===== src/pkg/bpbs_regs.vh =====
/*
 * Register map and field constants for the shared bidirectional port.
 * Assumes a 32-bit APB slave with one aligned word per register.
 */
`ifndef BPBS_REGS_VH
`define BPBS_REGS_VH

// Byte offsets of the port registers.
`define BPBS_OFF_PIN_VALUE 12'h000
`define BPBS_OFF_OUTPUT_LATCH 12'h004
`define BPBS_OFF_DIRECTION 12'h008
`define BPBS_OFF_MEM_CTRL 12'h00C
`define BPBS_OFF_SLAVE_CTRL 12'h010

// Field positions inside the control registers.
`define BPBS_EXT_BUS_DISABLE_BIT 7
`define BPBS_SLAVE_PORT_MODE_BIT 4

// Reset values.
`define BPBS_RST_LATCH 8'h00
`define BPBS_RST_DIRECTION 8'hFF
`define BPBS_RST_MEM_CTRL 8'h80
`define BPBS_RST_SLAVE_CTRL 8'h00

// Pin count of the port.
`define BPBS_WIDTH 8

`endif


===== src/rtl/bpbs_port.v =====
/*
 * Eight-pin shared bidirectional port with APB registers.
 * Assumes pins are synchronous to clk and the board resolves pin levels.
 */
`timescale 1ns/1ns
`include "bpbs_regs.vh"
module bpbs_port #(
	// One on the larger package variant with the memory bus.
	parameter HAS_MEM_BUS = 1
) (
	// Clock and reset.
	input wire clk,
	input wire reset,
	// APB slave.
	input wire psel,
	input wire penable,
	input wire pwrite,
	input wire [11:0] paddr,
	input wire [31:0] pwdata,
	output wire pready,
	output wire pslverr,
	output reg [31:0] prdata,
	// Port pins.
	input wire [7:0] pinIn,
	output wire [7:0] pinOut,
	output wire [7:0] pinOe,
	// Memory bus low address/data byte.
	input wire [7:0] lowAddrDataOut,
	input wire lowAddrDataOe,
	output wire [7:0] lowAddrDataIn,
	// Slave port strobes from the neighbouring port.
	input wire slaveRead_n,
	input wire slaveWrite_n,
	input wire slaveSelect_n,
	// Slave port status.
	output reg [7:0] slaveWriteData,
	output reg slaveWriteFull,
	output wire slavePortActive
);
	// Register storage.
	reg [7:0] outputLatch;
	reg [7:0] directionControl;
	reg [7:0] memoryControl;
	reg [7:0] slaveControl;
	// Decoded access signals.
	wire access;
	wire wrEn;
	wire hitPin;
	wire hitLatch;
	wire hitDir;
	wire hitMem;
	wire hitSlave;
	wire mapped;
	// Ownership of the pins.
	wire extBusDisable;
	wire memBusActive;
	wire slaveMode;
	wire slaveReadDrive;
	wire slaveCapture;
	// Read multiplexer output.
	reg [31:0] next_prdata;

	// Every access completes in its first access cycle.
	assign pready = 1'b1;
	assign access = psel & penable;
	assign wrEn = access & pwrite;
	assign hitPin = paddr == `BPBS_OFF_PIN_VALUE;
	assign hitLatch = paddr == `BPBS_OFF_OUTPUT_LATCH;
	assign hitDir = paddr == `BPBS_OFF_DIRECTION;
	assign hitMem = paddr == `BPBS_OFF_MEM_CTRL;
	assign hitSlave = paddr == `BPBS_OFF_SLAVE_CTRL;
	assign mapped = hitPin | hitLatch | hitDir | hitMem | hitSlave;
	// Unmapped addresses answer with an error and read zero.
	assign pslverr = access & ~mapped;

	// The memory bus exists only on the larger variant.
	assign extBusDisable = memoryControl[`BPBS_EXT_BUS_DISABLE_BIT];
	assign memBusActive = (HAS_MEM_BUS != 0) & ~extBusDisable;
	// Slave mode works only while the memory bus has let go.
	assign slaveMode = slaveControl[`BPBS_SLAVE_PORT_MODE_BIT];
	assign slavePortActive = slaveMode & ~memBusActive;
	assign lowAddrDataIn = pinIn;

	// Register writes; both data addresses reach the same latch.
	always @(posedge clk) begin
		if (reset) begin
			outputLatch <= `BPBS_RST_LATCH;
			directionControl <= `BPBS_RST_DIRECTION;
			memoryControl <= `BPBS_RST_MEM_CTRL;
			slaveControl <= `BPBS_RST_SLAVE_CTRL;
		end else if (wrEn) begin
			if (hitPin | hitLatch) begin
				outputLatch <= pwdata[7:0];
			end
			if (hitDir) begin
				directionControl <= pwdata[7:0];
			end
			if (hitMem) begin
				memoryControl <= pwdata[7:0];
			end
			if (hitSlave) begin
				slaveControl <= pwdata[7:0];
			end
		end
	end

	// Read data mux; latch reads return the latch, not the pins.
	always @* begin
		next_prdata = 32'h0000_0000;
		if (hitPin) begin
			next_prdata = {24'h00_0000, pinIn};
		end else if (hitLatch) begin
			next_prdata = {24'h00_0000, outputLatch};
		end else if (hitDir) begin
			next_prdata = {24'h00_0000, directionControl};
		end else if (hitMem) begin
			next_prdata = {24'h00_0000, memoryControl};
		end else if (hitSlave) begin
			// Bit 7 reports a byte waiting from the outside processor.
			next_prdata = {24'h00_0000, slaveWriteFull, slaveControl[6:0]};
		end
	end

	// Read data is registered at setup so it stands during access.
	always @(posedge clk) begin
		if (reset) begin
			prdata <= 32'h0000_0000;
		end else if (psel & ~penable & ~pwrite) begin
			prdata <= next_prdata;
		end
	end

	// Slave port write capture and its full flag; a new byte beats a clear.
	always @(posedge clk) begin
		if (reset) begin
			slaveWriteData <= 8'h00;
			slaveWriteFull <= 1'b0;
		end else if (slaveCapture) begin
			slaveWriteData <= pinIn;
			slaveWriteFull <= 1'b1;
		end else if (access & ~pwrite & hitSlave) begin
			slaveWriteFull <= 1'b0;
		end
	end

	// Strobe decode for the slave port.
	bpbs_slave_ctrl uCtrl (
		.clk(clk),
		.reset(reset),
		.enable(slavePortActive),
		.readStrobe_n(slaveRead_n),
		.writeStrobe_n(slaveWrite_n),
		.chipSelect_n(slaveSelect_n),
		.readDrive(slaveReadDrive),
		.writeCapture(slaveCapture)
	);

	// One pin cell per pin; general port only when bus disabled.
	genvar i;
	generate
		for (i = 0; i < `BPBS_WIDTH; i = i + 1) begin : gPin
			bpbs_pin_cell uCell (
				.memBusActive(memBusActive),
				.slavePortActive(slavePortActive),
				.direction(directionControl[i]),
				.latchBit(outputLatch[i]),
				.memAdOut(lowAddrDataOut[i]),
				.memAdOe(lowAddrDataOe),
				.slaveReadOe(slaveReadDrive),
				.pinOut(pinOut[i]),
				.pinOe(pinOe[i])
			);
		end
	endgenerate
endmodule


===== src/rtl/bpbs_pin_cell.v =====
/*
 * One pin of the shared port: picks the owner of the pin driver.
 * Assumes the owner selects are mutually exclusive and prioritised above.
 */
`timescale 1ns/1ns
module bpbs_pin_cell (
	// Owner selects.
	input wire memBusActive,
	input wire slavePortActive,
	// Per-pin sources.
	input wire direction,
	input wire latchBit,
	input wire memAdOut,
	input wire memAdOe,
	input wire slaveReadOe,
	// Pin driver.
	output reg pinOut,
	output reg pinOe
);
	// Memory bus first, then slave port, then ordinary port.
	always @* begin
		if (memBusActive) begin
			pinOut = memAdOut;
			pinOe = memAdOe;
		end else if (slavePortActive) begin
			pinOut = latchBit;
			pinOe = slaveReadOe;
		end else begin
			pinOut = latchBit;
			pinOe = ~direction;
		end
	end
endmodule


===== src/rtl/bpbs_slave_ctrl.v =====
/*
 * Control-strobe handling of the parallel slave port.
 * Assumes strobes arrive synchronous to clk and are active low.
 */
`timescale 1ns/1ns
module bpbs_slave_ctrl (
	// Clock and reset.
	input wire clk,
	input wire reset,
	// Mode enable.
	input wire enable,
	// Strobes from the neighbouring port.
	input wire readStrobe_n,
	input wire writeStrobe_n,
	input wire chipSelect_n,
	// Results.
	output wire readDrive,
	output reg writeCapture
);
	// Previous write-active level, for the trailing-edge capture.
	reg writeActive;
	wire next_writeActive;

	// Strobes only count in slave mode; the pins are inputs then except during a selected read.
	assign next_writeActive = enable & ~chipSelect_n & ~writeStrobe_n;
	assign readDrive = enable & ~chipSelect_n & ~readStrobe_n;

	// Capture the pin byte as the write strobe ends.
	always @(posedge clk) begin
		if (reset) begin
			writeActive <= 1'b0;
			writeCapture <= 1'b0;
		end else begin
			writeActive <= next_writeActive;
			writeCapture <= writeActive & ~next_writeActive;
		end
	end
endmodule


===== config.mk =====
export PLATFORM = sky130hd
export DESIGN_NAME = bpbs_port
export DESIGN_NICKNAME = d
export VERILOG_FILES = /design/src/rtl/bpbs_port.v /design/src/rtl/bpbs_pin_cell.v /design/src/rtl/bpbs_slave_ctrl.v
export VERILOG_INCLUDE_DIRS = /design/src /design/src/pkg
export SDC_FILE = /design/constraint.sdc
export NUM_CORES = 1
export LEC_CHECK = 0
export ABC_AREA = 1
export BUFFER_PORTS_ARGS = -buffer_cell sky130_fd_sc_hd__clkbuf_2
export CAP_MARGIN = 20
export CORE_ASPECT_RATIO = 1.4
export CORE_MARGIN = 2
export CORE_UTILIZATION = 51
export CTS_CLUSTER_SIZE = 16
export DETAILED_ROUTE_END_ITERATION = 8
export HOLD_SLACK_MARGIN = 0.05
export PLACE_DENSITY = 0.86
export SYNTH_ARGS = -nofsm -noshare
export SYNTH_HDL_FRONTEND = slang
export SYNTH_SLANG_ARGS = --single-unit

===== constraint.sdc =====
create_clock -name clk -period 2.7 [get_ports clk]
set_input_delay 0.54 -clock clk [delete_from_list [all_inputs] [get_ports clk]]
set_output_delay 0.54 -clock clk [all_outputs]
set_load 0.005 [all_outputs]

==> results_dict.tcl <==
set metrics [dict create \
    start_util_pct 52.7 \
    endpoint_kind "output port" \
    fmax_mhz 443 \
    first_pass_iters 4 \
    cts_tree "built" \
    relSlewSlack_pct 63.7 \
    cap_violations 0 \
    wl_met2_microns 3810 \
    period_share_pct 83.6 \
    die_h_microns 95.8 \
    diodes 0 \
    h-tree-depth 2 \
    grtUsageTotal_pct 21.2 \
    syn_inst 432 \
    fin_skew_ns 0.00447 \
    area_growth_pct 8.08 \
    wl_per_cell_microns 12.8 \
    synth-edff-count 0 \
    ys_seq_elements 50 \
    wl_microns 7160 \
    ant_nets 0 \
    async_flop_share_pct 0 \
    core_sq_mm 0.00582 \
    crit_path_start "paddr[7]" \
    cts_hold_buf 0 \
    status "finished, final reports clean" \
    setup_viol 0 \
    grt_max_degree 44 \
    slowest_stage "nand2_1" \
    grt_first_pass_wirelength_microns 11200 \
    powerDensity_mw_per_mm2 401 \
    n_fill_cell 559 \
    clk_pin_slew_worst_paths_ns 0.08 \
    antenna_found_initial 0 \
    dp_hpwl_microns 5490 \
    pre_cts_slack_ns 0.447 \
    ir_worst_vdd_mv 0.181 \
    die-width_microns 69.6 \
    postCtsSetupRepairBufs 0 \
    worst_slew_pin_slew_ns 0.541 \
    hold_start "slaveWrite_n" \
    dieArea_sq_mm 0.00666 \
    m1WireLength_microns 2670 \
    drv_slew 0 \
    finalPower_mw 1.33 \
    worstSetupPathType "in2out" \
    synth_flop_cell "dfxtp_1" \
    final_hold_viol_count 0 \
    dr_total_vias 2847 \
    post-route-util_pct 57.0 \
    r2r-start "uCtrl.writeCapture" \
    cts_made_buffers 5 \
    rows 33 \
    gp_congestion 0.838 \
    post_cts_resized 0 \
    io-pin-count 137 \
    final_common_cell "clkbuf_2" \
    route.detailed.drc 0 \
    grt_pass1_vias 2581 \
    yosysWarnings 0 \
    leakagePower_nw 1.82 \
    syn-cell-area_sq_mm 0.00307 \
    ys_types 32 \
    cp_slowest_stage_delay_ns 0.26 \
    final_cell_mix "clkbuf_2, nand2_1, dfxtp_1" \
    path_cells "clkbuf_2, nor2_1, nand2_2, nor2_8, nand2_1, nand3_1, nor2_1, clkbuf_2" \
    cp.required_ns 2.16 \
    critPathArrivalTime_ns 1.72 \
    syn_area_per_cell_sq_um 7.10 \
    via_per_inst 5.08 \
    period_needed_ns 2.26 \
    critPathMaxFanout 19 \
    fin_nets 558 \
    rsz0062_at_grt "false" \
    hold_path.class "in2reg" \
    ys_seq_area_share_pct 32.6 \
    clock-sinks 50 \
    cts_buffer_depth 2 \
    overflow 0 \
    setup_ws_ns 0.442 \
    fin_tns_setup_ns 0 \
    port_buffers 87 \
    drt-initial-drc-count 172 \
    top_layer_used "met4" \
    wl_met3_microns 414 \
    drive_gt1_share_pct 26.1 \
    root_buffer "clkbuf_8" \
    cp-start-kind "primary input" \
    clkLatencyLatePin_ns 0.31 \
]
==> cell type report <==
class	count	area (sq um)	share of cell area, %
multi-input combinational	289	1480	44.7
sequential	50	1000	30.2
timing repair buffer	89	450	13.6
inverter	54	203	6.11
tap	70	87.6	2.64
clock buffer	7	86.3	2.60
clock inverter	1	5.00	0.151
==> metal layers <==
layer  vias up  GRT usage (%)
li1       1446              -
met5         -              0
met1      1286           21.8
met2        97           40.1
met3        18           4.61
met4         0           11.3
==> per-stage QoR <==
step                std cells  hold slack (ns)  instance area, sq um
finish                    560            0.412                  3320
global route              560            0.415                  3320
CTS                       560            0.407                  3320
detailed placement        552            0.454                  3220
global placement          552            0.438                  3220
floorplan                 455            0.429                  3150
==> final timing paths <==
path	end	slack (ns)	cells past startpoint
worst max-delay path	pslverr	0.44	8
worst min-delay path	uCtrl.writeActive	0.41	2
worst max register to register	slaveWriteData[2]	1.60	3
worst min register to register	directionControl[7]	0.47	2
==> cell usage after synthesis, types with 6 or more instances <==
cell type / count / share of area [%]
nand2_1: 68 / 8.3
inv_1: 47 / 5.8
buf_4: 50 / 12
nor2_2: 6 / 1.2
dfxtp_1: 50 / 33
o21ai_0: 42 / 6.9
nand3_1: 40 / 6.5
inv_2: 6 / 0.73
clkbuf_1: 6 / 0.73
o211ai_1: 14 / 3.4
a21oi_1: 34 / 5.5
nor2_1: 31 / 3.8
==> critical path: cells and delay by family <==
kind | cells | cell delay, ns
buffers and inverters | 2 | 0.19
AND/OR/NAND/NOR | 6 | 0.98
==> flip-flops by register name, summed over array words and instances (netlist names) <==
register / count
directionControl: 8
memoryControl: 8
outputLatch: 8
prdata: 8
slaveWriteData: 8
slaveControl: 7
slaveWriteFull: 1
uCtrl.writeActive: 1
uCtrl.writeCapture: 1
==> power breakdown <==
part / leakage [nW] / internal, mW / switching (mW)
clock: 0.0482 / 0.207 / 0.246
combinational: 1.37 / 0.0463 / 0.0860
sequential: 0.404 / 0.742 / 0.00308
==> logic make-up (layout without fill, tap and decap cells) <==
kind of cell / count (synthesis) / in the layout / share of synthesized area, %
simple gates: 163 / 163 / 26.9
buf+inv: 116 / 151 / 21.9
compound gates: 101 / 101 / 18.4
flops: 50 / 50 / 32.6
other cells: 2 / 25 / 0.245
No activity file was read; power rests on OpenSTA's default activity.
